## config.mk

```make
export PLATFORM = sky130hd
export DESIGN_NAME = sia_irq_agg
export DESIGN_NICKNAME = d
export VERILOG_FILES = /design/src/rtl/sia_pkg.sv /design/src/rtl/sia_echo_timer.sv /design/src/rtl/sia_gap_timer.sv /design/src/rtl/sia_irq_agg.sv
export SDC_FILE = /design/constraint.sdc
export NUM_CORES = 1
export LEC_CHECK = 0
export ABC_AREA = 1
export BUFFER_PORTS_ARGS = -buffer_cell sky130_fd_sc_hd__buf_2
export CORE_MARGIN = 2
export CORE_UTILIZATION = 55
export CTS_BUF_LIST = sky130_fd_sc_hd__clkbuf_16
export DETAILED_ROUTE_END_ITERATION = 6
export GPL_TIMING_DRIVEN = 0
export PLACE_DENSITY_LB_ADDON = 0.3
export SYNTH_ARGS = -nofsm -noshare
export SYNTH_HDL_FRONTEND = slang
export SYNTH_SLANG_ARGS = --single-unit
```

## constraint.sdc

```tcl
create_clock -name clk -period 3.3 [get_ports clk]
set_clock_uncertainty 0.2 [all_clocks]
set_input_delay 0.495 -clock clk [delete_from_list [all_inputs] [get_ports clk]]
set_output_delay 0.495 -clock clk [all_outputs]
set_load 0.03 [all_outputs]
```

## src/rtl/sia_pkg.sv

```systemverilog
// Purpose: Shared constants for the socket interrupt aggregator
// Assumes: 8-bit register data, 16-bit register addresses
// Notes:   Register offsets are byte addresses on the host port
package sia_pkg;
    // Clock and time base
    localparam int unsigned CLK_HZ        = 50_000_000;
    localparam int unsigned ECHO_UNIT_MS  = 25;
    localparam int unsigned ECHO_UNIT_CYC = ECHO_UNIT_MS * (CLK_HZ / 1000);

    // Register offsets
    localparam logic [15:0] A_COMMON_FLAG = 16'h0015;
    localparam logic [15:0] A_SOCK_MASK   = 16'h0016;
    localparam logic [15:0] A_AUTH_ALGO   = 16'h001E;
    localparam logic [15:0] A_VERSION     = 16'h001F;
    localparam logic [15:0] A_ECHO_IVAL   = 16'h0028;
    localparam logic [15:0] A_MAGIC       = 16'h0029;
    localparam logic [15:0] A_GAP_HI      = 16'h0030;
    localparam logic [15:0] A_GAP_LO      = 16'h0031;
    localparam logic [15:0] A_SUMMARY     = 16'h0034;
    localparam logic [15:0] A_PHY_STATE   = 16'h0035;
    localparam logic [15:0] A_COMMON_MASK = 16'h0036;

    // Field positions
    localparam int unsigned B_CONFLICT    = 7;
    localparam int unsigned B_PPPOE_CLOSE = 5;
    localparam int unsigned B_LINK        = 5;
    localparam int unsigned B_SLEEP       = 3;
    localparam logic [7:0]  COMMON_USED   = 8'hA0;

    // Values after reset
    localparam logic [7:0]  R_BYTE        = 8'h00;
    localparam logic [15:0] R_GAP         = 16'h0000;

    // Interrupt output states
    typedef enum logic [1:0] {
        SIA_IDLE   = 2'b00,
        SIA_ASSERT = 2'b01,
        SIA_GAP    = 2'b10
    } sia_irq_state_t;
endpackage : sia_pkg
```

## src/rtl/sia_echo_timer.sv

```systemverilog
// Purpose: Paces LCP echo requests in units of the echo time base
// Assumes: interval 0 stops the requests
// Notes:   A change of interval restarts the spacing from zero
`timescale 1ns/1ps
module sia_echo_timer #(
    parameter int unsigned UNIT_CYC = sia_pkg::ECHO_UNIT_CYC
) (
    input  wire logic       clk,
    input  wire logic       nrst,
    input  wire logic [7:0] interval,
    output logic            echo_req
);
    localparam int unsigned PW = $clog2(UNIT_CYC + 1);

    typedef struct packed {
        logic [PW-1:0] pre;
        logic [7:0]    units;
        logic [7:0]    last_iv;
        logic          req;
    } sia_echo_st_t;

    sia_echo_st_t s;
    sia_echo_st_t next_s;

    // Time base divider, then count whole units up to the interval
    always_comb begin
        next_s         = s;
        next_s.req     = 1'b0;
        next_s.last_iv = interval;
        if (interval != s.last_iv || interval == 8'h00) begin
            next_s.pre   = '0;
            next_s.units = 8'h00;
        end else if (s.pre == PW'(UNIT_CYC - 1)) begin
            next_s.pre = '0;
            if (s.units == interval - 8'h01) begin
                next_s.units = 8'h00;
                next_s.req   = 1'b1;
            end else begin
                next_s.units = s.units + 8'h01;
            end
        end else begin
            next_s.pre = s.pre + PW'(1);
        end
    end

    always_ff @(posedge clk) begin
        if (!nrst) begin
            s <= '0;
        end else begin
            s <= next_s;
        end
    end

    assign echo_req = s.req;
endmodule : sia_echo_timer

```

## src/rtl/sia_gap_timer.sv

```systemverilog
// Purpose: Down counter that times the interrupt re-assertion gap
// Assumes: load and count on the same clock as the aggregator
// Notes:   done is high while the count stands at zero
`timescale 1ns/1ps
module sia_gap_timer #(
    parameter int unsigned W = 16
) (
    input  wire logic         clk,
    input  wire logic         nrst,
    input  wire logic         load,
    input  wire logic [W-1:0] load_val,
    output logic              done
);
    typedef struct packed {
        logic [W-1:0] cnt;
    } sia_gap_st_t;

    sia_gap_st_t s;
    sia_gap_st_t next_s;

    // Load wins over the running count
    always_comb begin
        next_s = s;
        if (load) begin
            next_s.cnt = load_val;
        end else if (s.cnt != '0) begin
            next_s.cnt = s.cnt - W'(1);
        end
    end

    always_ff @(posedge clk) begin
        if (!nrst) begin
            s <= '0;
        end else begin
            s <= next_s;
        end
    end

    assign done = (s.cnt == '0);
endmodule : sia_gap_timer

```

## src/rtl/sia_irq_agg.sv

```systemverilog
// Purpose: Socket interrupt aggregation and common status registers
// Assumes: Host port delivers decoded one-cycle read and write strobes
// Notes:   Operation
//Operation
//- Echo interval paces LCP echo requests, 25ms units
//- Magic register feeds LCP magic option
//- Read-only PPPoE authentication algorithm register
//- 16-bit re-assertion gap, counted in clocks
//- Clear with others pending: release, wait gap+1
//- Zero gap: re-assert one clock after clear
//- Socket event sets its summary bit
//- Socket flag clear clears its summary bit
//- Masked summary bit drives interrupt low
//- Interrupt stays low until a set flag is cleared
//- PHY status bit 5 shows link up
//- PHY status bit 3 is power-down control
//- Common mask gates conflict and PPPoE close
//- Read-only fixed chip version register
//- Common flags set by events, write-one clears
//- Per-socket mask register at 0x0016
`timescale 1ns/1ps
module sia_irq_agg #(
    parameter int unsigned NSOCK        = 8,
    parameter int unsigned ECHO_CYC     = sia_pkg::ECHO_UNIT_CYC,
    // Arbitrary neutral identification value
    parameter logic [7:0]  CHIP_VERSION = 8'h5A
) (
    input  wire logic             clk,
    input  wire logic             nrst,
    input  wire logic [15:0]      reg_addr,
    input  wire logic             reg_wr,
    input  wire logic             reg_rd,
    input  wire logic [7:0]       reg_wdata,
    output logic      [7:0]       reg_rdata,
    input  wire logic [NSOCK-1:0] sock_event,
    input  wire logic [NSOCK-1:0] sock_flag_clear,
    input  wire logic             conflict_event,
    input  wire logic             pppoe_close_event,
    input  wire logic             link_up,
    input  wire logic [7:0]       auth_algo_in,
    output logic                  irq_out_n,
    output logic                  phy_sleep_ctl,
    output logic      [7:0]       lcp_magic_value,
    output logic                  lcp_echo_req
);
    typedef struct packed {
        sia_pkg::sia_irq_state_t state;
        logic                    irq_n;
        logic [NSOCK-1:0]        summary;
        logic [NSOCK-1:0]        sock_mask;
        logic [7:0]              common;
        logic [7:0]              common_mask;
        logic [15:0]             gap;
        logic [7:0]              echo_ival;
        logic [7:0]              magic;
        logic [7:0]              auth;
        logic                    link;
        logic                    sleep;
        logic [7:0]              rdata;
    } sia_agg_st_t;

    sia_agg_st_t s;
    sia_agg_st_t next_s;
    logic        gap_done;
    logic        gap_load;
    logic        npend;
    logic        clear_evt;
    logic [7:0]  common_set;
    logic [7:0]  common_w1c;

    // Any enabled source pending
    function automatic logic sia_pending(
        input logic [NSOCK-1:0] sum,
        input logic [NSOCK-1:0] smask,
        input logic [7:0]       com,
        input logic [7:0]       cmask
    );
        sia_pending = (|(sum & smask)) |
                      (|(com & cmask & sia_pkg::COMMON_USED));
    endfunction : sia_pending

    // Register read value for one address
    function automatic logic [7:0] sia_read(
        input logic [15:0] a,
        input sia_agg_st_t r
    );
        logic [7:0] v;
        v = 8'h00;
        if (a == sia_pkg::A_COMMON_FLAG) begin
            v = r.common;
        end else if (a == sia_pkg::A_SOCK_MASK) begin
            v = 8'(r.sock_mask);
        end else if (a == sia_pkg::A_AUTH_ALGO) begin
            v = r.auth;
        end else if (a == sia_pkg::A_VERSION) begin
            v = CHIP_VERSION;
        end else if (a == sia_pkg::A_ECHO_IVAL) begin
            v = r.echo_ival;
        end else if (a == sia_pkg::A_MAGIC) begin
            v = r.magic;
        end else if (a == sia_pkg::A_GAP_HI) begin
            v = r.gap[15:8];
        end else if (a == sia_pkg::A_GAP_LO) begin
            v = r.gap[7:0];
        end else if (a == sia_pkg::A_SUMMARY) begin
            v = 8'(r.summary);
        end else if (a == sia_pkg::A_PHY_STATE) begin
            v[sia_pkg::B_LINK]  = r.link;
            v[sia_pkg::B_SLEEP] = r.sleep;
        end else if (a == sia_pkg::A_COMMON_MASK) begin
            v = r.common_mask;
        end
        sia_read = v;
    endfunction : sia_read

    // Event inputs placed at their common flag positions
    always_comb begin
        common_set                         = 8'h00;
        common_set[sia_pkg::B_CONFLICT]    = conflict_event;
        common_set[sia_pkg::B_PPPOE_CLOSE] = pppoe_close_event;
        common_w1c = 8'h00;
        if (reg_wr && reg_addr == sia_pkg::A_COMMON_FLAG) begin
            common_w1c = reg_wdata & sia_pkg::COMMON_USED;
        end
    end

    // Registers, flags and interrupt state
    always_comb begin
        next_s       = s;
        gap_load     = 1'b0;
        // Set wins over clear on the same cycle
        next_s.summary = (s.summary & ~sock_flag_clear)
                       | sock_event;
        next_s.common  = (s.common & ~common_w1c)
                       | common_set;
        next_s.auth    = auth_algo_in;
        next_s.link    = link_up;
        if (reg_wr) begin
            if (reg_addr == sia_pkg::A_SOCK_MASK) begin
                next_s.sock_mask = NSOCK'(reg_wdata);
            end else if (reg_addr == sia_pkg::A_ECHO_IVAL) begin
                next_s.echo_ival = reg_wdata;
            end else if (reg_addr == sia_pkg::A_MAGIC) begin
                next_s.magic = reg_wdata;
            end else if (reg_addr == sia_pkg::A_GAP_HI) begin
                next_s.gap[15:8] = reg_wdata;
            end else if (reg_addr == sia_pkg::A_GAP_LO) begin
                next_s.gap[7:0] = reg_wdata;
            end else if (reg_addr == sia_pkg::A_PHY_STATE) begin
                next_s.sleep = reg_wdata[sia_pkg::B_SLEEP];
            end else if (reg_addr == sia_pkg::A_COMMON_MASK) begin
                next_s.common_mask = reg_wdata;
            end
        end
        if (reg_rd) begin
            next_s.rdata = sia_read(reg_addr, s);
        end
        npend = sia_pending(next_s.summary, next_s.sock_mask,
                            next_s.common, next_s.common_mask);
        // A clear that actually drops a set flag
        clear_evt = (|(sock_flag_clear & s.summary & ~sock_event))
                  | (|(common_w1c & s.common & ~common_set));
        case (s.state)
            sia_pkg::SIA_IDLE: begin
                if (npend) begin
                    next_s.state = sia_pkg::SIA_ASSERT;
                end
            end
            sia_pkg::SIA_ASSERT: begin
                if (!npend) begin
                    next_s.state = sia_pkg::SIA_IDLE;
                end else if (clear_evt) begin
                    next_s.state = sia_pkg::SIA_GAP;
                    gap_load     = 1'b1;
                end
            end
            sia_pkg::SIA_GAP: begin
                if (gap_done) begin
                    next_s.state = npend ? sia_pkg::SIA_ASSERT
                                         : sia_pkg::SIA_IDLE;
                end
            end
            default: begin
                next_s.state = sia_pkg::SIA_IDLE;
            end
        endcase
        next_s.irq_n = (next_s.state != sia_pkg::SIA_ASSERT);
    end

    // State register, loaded with reset values
    always_ff @(posedge clk) begin
        if (!nrst) begin
            s             <= '0;
            s.state       <= sia_pkg::SIA_IDLE;
            s.irq_n       <= 1'b1;
            s.common      <= sia_pkg::R_BYTE;
            s.common_mask <= sia_pkg::R_BYTE;
            s.gap         <= sia_pkg::R_GAP;
        end else begin
            s <= next_s;
        end
    end

    // Gap count of gap+1 clocks with the output released
    sia_gap_timer #(
        .W        (16)
    ) u_gap (
        .clk      (clk),
        .nrst     (nrst),
        .load     (gap_load),
        .load_val (s.gap),
        .done     (gap_done)
    );

    // LCP echo request pacing
    sia_echo_timer #(
        .UNIT_CYC (ECHO_CYC)
    ) u_echo (
        .clk      (clk),
        .nrst     (nrst),
        .interval (s.echo_ival),
        .echo_req (lcp_echo_req)
    );

    // Outputs straight from flip-flops
    assign irq_out_n       = s.irq_n;
    assign reg_rdata       = s.rdata;
    assign phy_sleep_ctl   = s.sleep;
    assign lcp_magic_value = s.magic;

    // Helper: length of the released stretch in the gap state
    logic [16:0] g_cnt;
    always_ff @(posedge clk) begin
        if (!nrst || s.state != sia_pkg::SIA_GAP) begin
            g_cnt <= 17'h0_0000;
        end else begin
            g_cnt <= g_cnt + 17'h0_0001;
        end
    end
endmodule : sia_irq_agg

```

Word-level counts from Yosys, hierarchy flattened
Index checks and enable logic that the tools add are counted.
{ "word_totals": {"in_bits": 55, "regBits": 139} }
{ "classes": {"addsub": 4, "bitwise_logic": 23, "mux": 45, "reduce_logical": 19, "n_eq_ne": 17} }
{ "ops": {"columns": ["op", "count"], "rows": [
  ["8-bit 2-to-1 mux", 24],
  ["16-bit by 6-bit == test with 1-bit output, second input constant", 7],
  ["40-bit 2-to-1 mux", 2],
  ["8-bit bitwise AND", 8],
  ["16-bit by 5-bit == test with 1-bit output, second input constant", 4],
  ["24-bit 2-to-1 mux", 2],
  ["16-bit 2-to-1 mux", 2],
  ["8-bit NOT", 4],
  ["8-bit OR reduction", 3],
  ["21-bit by 1-bit adder with 21-bit output, second input constant", 1],
  ["21-bit == test, second input constant", 1],
  ["16-bit zero test", 1],
  ["8-bit OR", 2],
  ["16-bit nonzero test", 1],
  ["16-bit by 1-bit subtractor with 16-bit output, second input constant", 1],
  ["2-bit 2-to-1 mux", 5],
  ["8-bit by 1-bit adder with 8-bit output, second input constant", 1],
  ["8-bit == test", 1],
  ["8-bit zero test", 1],
  ["1-bit 2-to-1 mux", 8],
  ["8-bit inequality test", 1],
  ["8-bit by 1-bit subtractor with 8-bit output, second input constant", 1],
  ["1-bit NOT", 7],
  ["7-bit AND reduction", 1],
  ["16 further kinds", 19]
]} }

Depth between registers and ports, before layout
Gate-level depths: netlist (run 1).
{ "depth": {"word_depth": 16, "depth_mapped": 17, "mapped_depth_nobuf": 16} }

Hierarchy
Synthesis (run 1) repeated with hierarchy kept, for this count alone.
{ "hier_totals": {"cells_unflattened": 1112, "area_unflattened_um2": 7547.2} }
{ "modules_own_cells": {"columns": ["mod", "area_each_um2", "cells_each", "instances", "seq_area_each_um2"], "rows": [
  ["sia_irq_agg", 4240.3, 615, 1, 1581.5],
  ["sia_echo_timer", 2192.1, 317, 1, 760.7],
  ["sia_gap_timer", 1114.8, 180, 1, 320.3]
]} }

Worst setup path before layout (run 1)
No wires, ideal clock.
{ "synth_path": {"path_type": "in2reg", "start": "input port reg_addr[3]", "end": "register u_gap.s[8] (netlist name)", "path_buffers": 2, "cell_stages": 16, "setup_slack_ps": 955, "required_ps": 2968, "arrival_time_ps": 2013, "setup_time_ps": 132, "path_cell_list": "buf_2 > nor2_2 > nand2_2 > clkinv_4 > nand3_4 > nor2_8 > nand2_1 > nand3_1 > nand2_1 > nor2_2 > nand3_2 > nand2_4 > inv_4 > buf_6 > nand2_1 > a21oi_2"} }
{ "synth_between": {"elab_chain_cells": 15} }
{ "synth_lines": {"columns": ["item", "line", "source"], "rows": [
  ["start: declaration", "sia_irq_agg.sv:30", "input wire logic [15:0] reg_addr,"],
  ["16-bit by 6-bit == test with 1-bit output", "sia_irq_agg.sv:151", "end else if (reg_addr == sia_pkg::A_COMMON_MASK) begin"],
  ["8-bit 2-to-1 mux", "sia_irq_agg.sv:151", null],
  ["8-bit 2-to-1 mux", "sia_irq_agg.sv:149", "end else if (reg_addr == sia_pkg::A_PHY_STATE) begin"],
  ["8-bit 2-to-1 mux", "sia_irq_agg.sv:147", "end else if (reg_addr == sia_pkg::A_GAP_LO) begin"],
  ["8-bit 2-to-1 mux", "sia_irq_agg.sv:145", "end else if (reg_addr == sia_pkg::A_GAP_HI) begin"],
  ["24-bit 2-to-1 mux", "sia_irq_agg.sv:143", "end else if (reg_addr == sia_pkg::A_MAGIC) begin"],
  ["24-bit 2-to-1 mux", "sia_irq_agg.sv:141", "end else if (reg_addr == sia_pkg::A_ECHO_IVAL) begin"],
  ["40-bit 2-to-1 mux", "sia_irq_agg.sv:139", "if (reg_addr == sia_pkg::A_SOCK_MASK) begin"],
  ["40-bit 2-to-1 mux", "sia_irq_agg.sv:138", "if (reg_wr) begin"],
  ["8-bit bitwise AND", "sia_irq_agg.sv:79", "(|(com & cmask & sia_pkg::COMMON_USED));"],
  ["2-bit OR reduction", "sia_irq_agg.sv:79", null],
  ["1-bit OR", "sia_irq_agg.sv:78", "sia_pending = (|(sum & smask)) |"],
  ["1-bit 2-to-1 mux (*)", "sia_irq_agg.sv:170", "if (!npend) begin"],
  ["1-bit 2-to-1 mux (*)", "sia_irq_agg.sv:163", "case (s.state)"],
  ["16-bit 2-to-1 mux / 2-bit nonzero test (equally long branches)", null, null],
  ["end signal: assignment", "sia_gap_timer.sv:35", "s <= next_s;"],
  ["end: declaration", "sia_gap_timer.sv:18", "sia_gap_st_t s;"]
]} }
Mark *: on every way between the ends. The rest lies on a longest branch, timed or not.
A chain may end at the register's enable or synchronous reset.

Final worst setup path (run 1)
{ "layout_path": {"start": "register s[26] (netlist name)", "end": "register u_echo.s[9] (netlist name)"} }
{ "layout_between": {"elab_chain_cells": 3} }
{ "layout_lines": {"columns": ["item", "line", "source"], "rows": [
  ["start: declaration", "sia_irq_agg.sv:62", "sia_agg_st_t s;"],
  ["start signal: assignment", "sia_irq_agg.sv:200", "s <= next_s;"],
  ["8-bit by 1-bit subtractor with 8-bit output, or another cell as far along", "sia_echo_timer.sv:35", "if (s.units == interval - 8'h01) begin"],
  ["8-bit == test / 1-bit logical OR (equally long branches)", "sia_echo_timer.sv:35, sia_echo_timer.sv:30", null],
  ["8-bit 2-to-1 mux / 2-bit OR reduction (equally long branches)", null, null],
  ["end signal: assignment", "sia_echo_timer.sv:50", "s <= next_s;"],
  ["end: declaration", "sia_echo_timer.sv:22", "sia_echo_st_t s;"]
]} }
Parallel ways exist; a longest one is shown, timed or not.

==> metrics.yaml, run 1 <==
status:
  status: "complete, no violations"
cells_and_area:
  antennaDiodeCount: 0
  fillers: 1080
  fin_util_pct: 66.14
  layout-drive-gt1-share_pct: 15.00
  finalNetCount: 1141
  synthToLayoutAreaGrowth_pct: 16.56
detailed_routing:
  via_count: 6605
  drt-wirelength-per-cell_um: 13.97
  postRouteWirelength_um: 17610
  drtPass1Iterations: 5
  ant_nets: 0
  drc: 0
  first_iter_violations: 579
  via_per_inst: 5.238
critical_path:
  max_stage_delay_ps: 390
  worst-path-stages: 12
  crit_family: "buffers and inverters"
  worstPathRequired_ps: 3390
  start_kind: "flip-flop"
  crit_arrival_ps: 2790
  crit_buf_inv: 4
  crit_chain: "inv_1, ha_1, nand2_1, nor2_1, nand2_1, nor2_1, inv_1, o21ai_1, nor2_2, inv_2, clkbuf_1, mux2i_1"
  ff2ff_path_depth: 12
  slowest_stage: "clkbuf_1"
  worstSetupPathType: "reg2reg"
  path_max_fanout: 10
  crit_path_end_kind: "flip-flop"
sta:
  drv_slew: 0
  setup_viol: 0
  fmax_mhz: 370.1
  rsz0062_at_grt: "no"
  period_share_pct: 81.87
  worst_pin_slew_ps: 562.3
  relSlewSlack_pct: 62.52
  setup_tns_ps: 0
  fin_crit_ps: 2702
  hold_viol_final: 0
pwr:
  p_switching_w: 0.001239
  p_leak_nw: 3.654
  switching_share_pct: 27.87
  peakVddDrop_v: 0.0003805
  p_clk_share_pct: 41.6
  seqPwrFrac_pct: 39.8
  p_comb_share_pct: 18.6
  powerDensity_nw_per_um2: 557.4
  power.internal_w: 0.003207
clock_tree:
  cts_buffer_depth: 2
  path_clk_slew_ps: 60
  cts_resized: 0
  clock_sinks: 133
  cts_tree: "yes"
  cts_root_buf: "clkbuf_16"
  htree_levels: 4
  holdBufCountCts: 0
  cts_setup_buffers: 0
  clk_latency_ps: 430
  cts_buffers: 17
global_routing:
  grt_usage_pct: 27.22
  grt_overflow: 0
  grt_pass1_wl_um: 28270
  antenna_found_initial: 0
  grt_max_degree: 17
  grt_pass1_vias: 6076
logic_synthesis:
  synth-edff-count: 0
  yosysUniqueCellTypes: 51
  async_reset_ff_share_pct: 0
  ys.flop_type: "dfxtp_1"
  synthesis.nets: 1051
  post_synth_instance_area_um2: 6844
  yosys_warnings: 0
  yosysSeqAreaShare_pct: 38.90
  avgSynthCellArea_um2: 6.899
  ys_seq_elements: 133
  syn_inst: 992
flow_run:
  max_cap_viol_count: 0
floorplan:
  dieArea_um2: 13350
  num_rows: 40
  die_w_um: 115.6
  start_util_pct: 56.74
  die_h_um: 115.6
  core_um2: 12060
  ioPinCount: 74
placed_design:
  io_buffers: 71
  hpwl_um: 12900
  gp_congestion: 0.9670
worst_hold_path:
  hp-class: "in2reg"
  hold_path_depth: 3
-- final timing paths --
path | startpoint | end | slack, ps
worst max-delay path | s[26] | u_echo.s[9] | 600
worst min-delay path | auth_algo_in[3] | s[13] | 50
worst max register to register | s[26] | u_echo.s[9] | 600
worst min register to register | u_echo.s[17] | u_echo.s[17] | 260
-- cell usage in the layout (no fill, tap or decap), types with 6 or more instances in the layout --
cell	n
nand2_1	183
inv_1	137
dfxtp_1	133
nor2_1	122
a21oi_1	86
buf_2	78
o21ai_0	63
nand3_1	55
nand4_1	22
nor3_1	22
xor2_1	20
buf_4	18
clkbuf_16	17
clkbuf_1	14
xnor2_1	12
nor2_2	11
a211oi_1	10
o22ai_1	7
clkinv_1	6
nor4_1	6
or2_2	6
nand3b_1	6
-- cells in the mapped netlist, types with 7 or more instances --
master,count,area (um^2)
xnor2_1,12,105.1
a211oi_1,10,75.07
nand3_1,55,275.3
o22ai_1,7,43.79
o21ai_0,63,315.3
xor2_1,20,175.2
nand2_1,183,686.9
nor2_2,11,68.82
dfxtp_1,133,2663
a21oi_1,86,430.4
nor2_1,122,457.9
buf_2,7,35.03
inv_1,136,510.5
nor3_1,22,110.1
nand4_1,22,137.6
clkbuf_1,14,52.55
buf_4,18,135.1
-- registers in the layout, indices dropped and copies added, names as in the netlist --
register,count
lcp_magic_value,8
u_echo.s,37
irq_out_n,1
phy_sleep_ctl,1
reg_rdata,8
s,61
u_gap.s,16
u_echo.echo_req,1
-- power by group through the flow --
stage	Clock, W	Sequential (W)	Combinational (W)
3_3_place_gp	0	0.00180	0.000792
6_report	0.00185	0.00177	0.000827
4_1_cts	0.00186	0.00177	0.000821
2_1_floorplan	0	0.00179	0.000644
5_1_grt	0.00192	0.00178	0.000937
3_5_place_dp	0	0.00180	0.000808
-- cells by family (layout without fill, tap and decap cells) --
logic type | count (synthesis) | in the layout | share of synthesized area, %
simple gates | 451 | 451 | 29.65
buf+inv | 187 | 288 | 11.81
compound gates | 184 | 184 | 14.66
flops | 133 | 133 | 38.90
xor+xnor | 32 | 32 | 4.095
fa+ha+maj | 4 | 4 | 0.7313
mux | 1 | 1 | 0.1463
-- tightest hold or removal path: cells and delay by family --
family	cells	cell delay (ps)
buffers and inverters	2	110
AND/OR/NAND/NOR	1	40
-- per-stage QoR --
stage / area (um^2) / cells / power, W / hold slack, ps / setup WS (ps)
finish: 7978 / 1261 / 0.004447 / 54.42 / 598.1
floorplan: 6844 / 992 / 0.002435 / 230.0 / 955.0
detailed placement: 7410 / 1231 / 0.002611 / 255.2 / 477.4
global placement: 7410 / 1231 / 0.002594 / 240.2 / 490.8
global route: 7978 / 1261 / 0.004638 / 57.15 / 351.0
CTS: 7978 / 1261 / 0.004449 / 43.50 / 601.9
-- routing by layer --
metal  up-vias  global-route usage [%]  wire (um)  part of all wire (%)
met1      2938                   35.41       7915                    45
met3        42                   6.642       1289                   7.3
li1       3380                       -          -                     -
met2       245                   43.00       7865                    45
met4         0                   12.05        540                   3.1
met5         -                       0          0                     0
-- layout make-up --
class / instances / area [um^2] / area share [%]
multi-input combinational: 672 / 3373 / 42.28
tap: 168 / 210.2 / 2.635
timing repair buffer: 71 / 355.3 / 4.454
inverter: 144 / 548.0 / 6.870
clock inverter: 13 / 142.6 / 1.788
buffer: 43 / 260.3 / 3.262
clock buffer: 17 / 425.4 / 5.332
sequential: 133 / 2663 / 33.38
Power figures use the tool's default switching activity.
==> inputs of run 2 (changes only) <==
CORE_UTILIZATION = 53   (was 55)
clock period = 2.2 ns   (was 3.3 ns; I/O delays follow)
==> metrics.yaml, run 2 (same netlist as run 1, synthesis figures left out) <==
critical_path:
  start_kind: "flip-flop"
  worstPathRequired_ps: 2330
  max_stage_delay_ps: 370
  critical_path.endpoint: "u_echo.s[13]"
  r2r_slack_ps: 30
  slowest_stage: "dfxtp_4"
  crit_path_end_kind: "flip-flop"
  cp-startpoint: "s[26]"
  crit_chain: "inv_6, ha_4, nand2_4, nor2_4, nand2_2, nor2_1, inv_1, nand2_2, xor2_1, nor2_1, nand4_1, or2_4, nand2_4, nor2_1"
  ff2ff_path_depth: 14
  path_max_fanout: 6
  regToRegStartpoint: "s[26]"
  worstSetupPathType: "reg2reg"
  r2r_end: "u_echo.s[13]"
  crit_arrival_ps: 2300
  critical_path.most_common_cell: "nor2_1"
clock_tree:
  cts_tree: "yes"
  cts_buffer_depth: 2
  clock_sinks: 133
  htree_levels: 4
  path_clk_slew_ps: 70
  cts_root_buf: "clkbuf_16"
  cts_buffers: 17
  clk_latency_ps: 440
detailed_routing:
  drt-wirelength-per-cell_um: 14.63
  drc: 0
  drtPass1Iterations: 5
  postRouteWirelength_um: 19480
  via_per_inst: 5.319
  via_count: 7080
  ant_nets: 0
  first_iter_violations: 601
floorplan:
  ioPinCount: 74
  core_um2: 12620
  start_util_pct: 54.23
  dieArea_um2: 13840
  die_h_um: 117.6
  die_w_um: 117.6
  num_rows: 41
pwr:
  total_power_w: 0.007007
  peakVddDrop_v: 0.0005585
  p_leak_nw: 4.013
  powerDensity_nw_per_um2: 784.6
placed_design:
  io_buffers: 71
  gp_congestion: 0.9399
  placed_cell_area_um2: 7415
  hpwl_um: 13160
global_routing:
  gr-usage-met2_pct: 44.33
  antenna_found_initial: 0
  grt_pass1_wl_um: 30020
  grt_max_degree: 17
  grt_overflow: 0
  grt_util_met3_pct: 5.475
  grt_busiest_layer: "met2"
  grt_usage_pct: 26.99
  grt_pass1_vias: 6358
  grt_use_met1_pct: 33.85
sta:
  rsz0062_at_grt: "yes"
  setup_viol: 0
  relSlewSlack_pct: 60.16
  drv_slew: 0
  worst_pin_slew_ps: 597.7
  fmax_mhz: 460.2
  hold_viol_final: 0
  period_share_pct: 98.77
  fin_crit_ps: 2173
  setup_tns_ps: 0
cells_and_area:
  multi_input_area_um2: 3672
  regMostFlops: "s"
  mostFrequentLayoutCells: "nand2_1 (165), inv_1 (126), dfxtp_1 (121)"
  seq_area_um2: 2683
  fin_util_pct: 70.76
  layout-drive-gt1-share_pct: 25.97
  finalNetCount: 1205
  top_regs: "s x61, u_echo.s x37, u_gap.s x16"
  fillers: 1011
  synthToLayoutAreaGrowth_pct: 30.48
  finalInstanceArea_um2: 8930
  antennaDiodeCount: 0
  largest_reg_flops: 61
  final_common_cell: "nand2_1"
flow_run:
  max_cap_viol_count: 0
status:
  status: "complete, no violations"
worst_hold_path:
  hp-class: "in2reg"
-- run 2: cell count changes in the layout (fill, tap and decap cells not counted), moves of 7 or more --
cell,previous run,this run
buf_4,18,62
dlygate4sd3_1,0,23
inv_6,0,7
nand2_1,183,165
nor2_1,122,100
nor2_2,11,22
nor2_4,2,13
inv_1,137,126
dfxtp_2,0,10
dfxtp_1,133,121
nand3_1,55,48
nand3_2,3,10
nand2_2,3,19
-- run 2: how the worst min path moves through the flow --
| stage | startpoint | end | slack [ps] | cells after the start |
|---|---|---|---|---|
| 2_1_floorplan | auth_algo_in[0] | s[10] | 230 | 2 |
| 3_3_place_gp | u_echo.s[17] | u_echo.s[17] | 240 | 1 |
| 3_5_place_dp | s[50] | s[50] | 260 | 2 |
| 4_1_cts | sock_flag_clear[2] | s[76] | 20 | 4 |
| 5_1_grt | sock_flag_clear[3] | s[77] | 40 | 4 |
| 6_report | sock_flag_clear[6] | s[80] | 20 | 4 |
-- run 2: report_power, final --
part / internal [W] / switching (W)
registers: 0.00255 / 0.000120
clock network: 0.00161 / 0.00124
logic: 0.000676 / 0.000814
total: 0.00484 / 0.00217
-- run 2: final cells by class --
type	instances	share of cell area, %
sequential	133	30.04
clock buffer	17	4.764
tap	172	2.410
timing repair buffer	138	10.54
buffer	40	2.858
inverter	144	6.473
multi-input combinational	672	41.12
clock inverter	15	1.793
-- run 2: timing repair --
action,CTS,global route
endpoints found under the hold margin,23,0
setup endpoints to repair,43,86
buffers inserted,8,36
resized for setup,28,89
hold buffers,23,0
pin swaps,9,41
-- run 2: stage by stage --
step                      hold slack [ps]  instances  setup slack, ps
after floorplan                     227.6        992            19.99
after global placement              239.1       1235           -464.1
after detailed placement            255.5       1235           -460.7
after CTS                           22.50       1295            8.382
after global routing                41.22       1331           -122.8
final                               18.96       1331            27.13
-- run 2: routing by layer --
layer	share of wire, %	vias to the layer above
li1	-	3530
met1	43	3215
met2	47	277
met3	6.2	58
met4	3.6	0
met5	0	-
-- run 2: critical path: cells and delay by family, from the launching register on --
family                     cells  cell delay, ps
adders and majority gates      1             150
and+or+nand+nor               10            1140
buffers and inverters          2             140
DFF                            1             370
xor gates and xnor gates       1              60
==> inputs of run 3 (changes only) <==
BUFFER_PORTS_ARGS = not set   (was -buffer_cell sky130_fd_sc_hd__buf_2)
CORE_UTILIZATION = 55   (was 53)
DONT_BUFFER_PORTS = 1   (was not set)
==> metrics.yaml, run 3 (same netlist as run 1, synthesis figures left out) <==
status:
  status: "complete, no violations"
cells_and_area:
  largest_reg_flops: 61
  layout-drive-gt1-share_pct: 18.41
  antennaDiodeCount: 0
  top_regs: "s x61, u_echo.s x37, u_gap.s x16"
  final_common_cell: "nand2_1"
  synthToLayoutAreaGrowth_pct: 24.26
  stdcell_count: 1260
  fin_util_pct: 70.51
  regMostFlops: "s"
  finalNetCount: 1139
  mostFrequentLayoutCells: "nand2_1 (171), inv_1 (134), dfxtp_1 (123)"
detailed_routing:
  via_per_inst: 5.452
  first_iter_violations: 625
  ant_nets: 0
  postRouteWirelength_um: 19270
  drtPass1Iterations: 5
  drt-wirelength-per-cell_um: 15.30
  drc: 0
  via_count: 6869
sta:
  worst_pin_slew_ps: 647.0
  setup_viol: 0
  setup_ws_ps: 63.99
  rsz0062_at_grt: "yes"
  fin_crit_ps: 2136
  relSlewSlack_pct: 56.87
  hold_viol_final: 0
  setup_tns_ps: 0
  period_share_pct: 97.09
  drv_slew: 0
  fmax_mhz: 468.2
clock_tree:
  path_clk_slew_ps: 60
  htree_levels: 4
  cts_buffers: 17
  clk_latency_ps: 420
  clock_sinks: 133
  cts_buffer_depth: 2
  cts_root_buf: "clkbuf_16"
  cts_tree: "yes"
global_routing:
  grt_overflow: 0
  grt_usage_pct: 29.05
  antenna_found_initial: 0
  grt_pass1_vias: 6345
  grt_pass1_wl_um: 30320
  grt_max_degree: 17
critical_path:
  path_max_fanout: 4
  start_kind: "flip-flop"
  worstPathRequired_ps: 2320
  worstSetupPathType: "reg2reg"
  crit_arrival_ps: 2250
  crit_path_end_kind: "flip-flop"
  cp-startpoint: "u_echo.s[19]"
  regToRegStartpoint: "u_echo.s[19]"
floorplan:
  die_w_um: 115.6
  num_rows: 40
  ioPinCount: 74
  dieArea_um2: 13350
  start_util_pct: 56.74
  core_um2: 12060
  die_h_um: 115.6
pwr:
  seqPwrFrac_pct: 40.7
  peakVddDrop_v: 0.0009542
  p_switching_w: 0.001960
  p_comb_share_pct: 22.3
  total_power_w: 0.006582
  p_clk_share_pct: 37.0
  p_leak_nw: 3.699
  power.internal_w: 0.004621
  powerDensity_nw_per_um2: 773.9
  switching_share_pct: 29.79
worst_hold_path:
  hp-start: "sock_event[1]"
  hp-class: "in2reg"
placed_design:
  gp_congestion: 0.9355
  hpwl_um: 12770
  io_buffers: 0
  place_ws_ps: -444.6
  place_inst: 1160
flow_run:
  max_cap_viol_count: 0
run 3: cell count changes in the layout (fill, tap and decap cells not counted), moves of 5 or more:
cell / previous run / this run
buf_2: 77 / 7
buf_4: 62 / 54
clkinv_2: 0 / 5
dlygate4sd3_1: 23 / 35
inv_1: 126 / 134
inv_6: 7 / 0
nand2_1: 165 / 171
nand2_2: 19 / 13
run 3: repair_timing:
action	in CTS	in global routing
setup endpoints to repair	38	77
gates cloned	0	0
hold buffers	35	0
setup buffers	12	25
pin swaps	13	33
gates resized for setup	29	70
endpoints found under the hold margin	30	0
run 3: final cells by class:
type | instances | area (um^2)
multi-input cells | 672 | 3662
fillers | 960 | 3557
flip-flops and latches | 133 | 2680
repair buffers | 72 | 640.6
inverters | 144 | 554.3
clock buffers | 17 | 425.4
plain buffers | 40 | 256.5
well taps | 168 | 210.2
clock inverters | 14 | 75.07
run 3: power groups by stage:
stage	sequential [W]	combinational, W	clock (W)
after floorplan	0.00269	0.000966	0
after global routing	0.00269	0.00163	0.00256
after global placement	0.00271	0.00113	0
after detailed placement	0.00271	0.00114	0
after CTS	0.00266	0.00124	0.00244
final	0.00268	0.00147	0.00243
run 3: worst max-delay path, cell delays in order, from the launching register on:
cell     delay [ps]
dfxtp_2         360
nand4_1         170
nor2_2          140
nand4_1         120
or2_1           270
nor2_2          120
nand2_2          90
nor2_4          120
nand2_2          70
nor2_2          110
buf_4           130
nand2_2          40
nand2_1          50
nor2_1           30
run 3: through the flow:
| stage | instance area, um^2 | hold WS, ps |
|---|---|---|
| after floorplan | 6844 | 227.6 |
| after CTS | 8066 | 1.688 |
| after global routing | 8504 | 9.810 |
| after detailed placement | 7054 | 233.8 |
| final | 8504 | 19.97 |
| after global placement | 7054 | 229.4 |
run 3: metal layers:
layer	up-vias	part of all wire, %	wire length [um]	GRT usage, %
li1	3378	-	-	-
met1	3168	43	8275	37.29
met3	51	6.4	1228	6.747
met4	0	2.9	567	11.24
met5	-	0	0	0
met2	272	48	9200	47.56
run 3: worst paths after layout:
check / to / slack [ps] / cells past startpoint
hold / removal: s[75] / 20 / 4
setup reg to reg: u_echo.s[34] / 60 / 13
hold reg to reg: u_echo.s[17] / 250 / 1
setup / recovery: u_echo.s[34] / 60 / 13
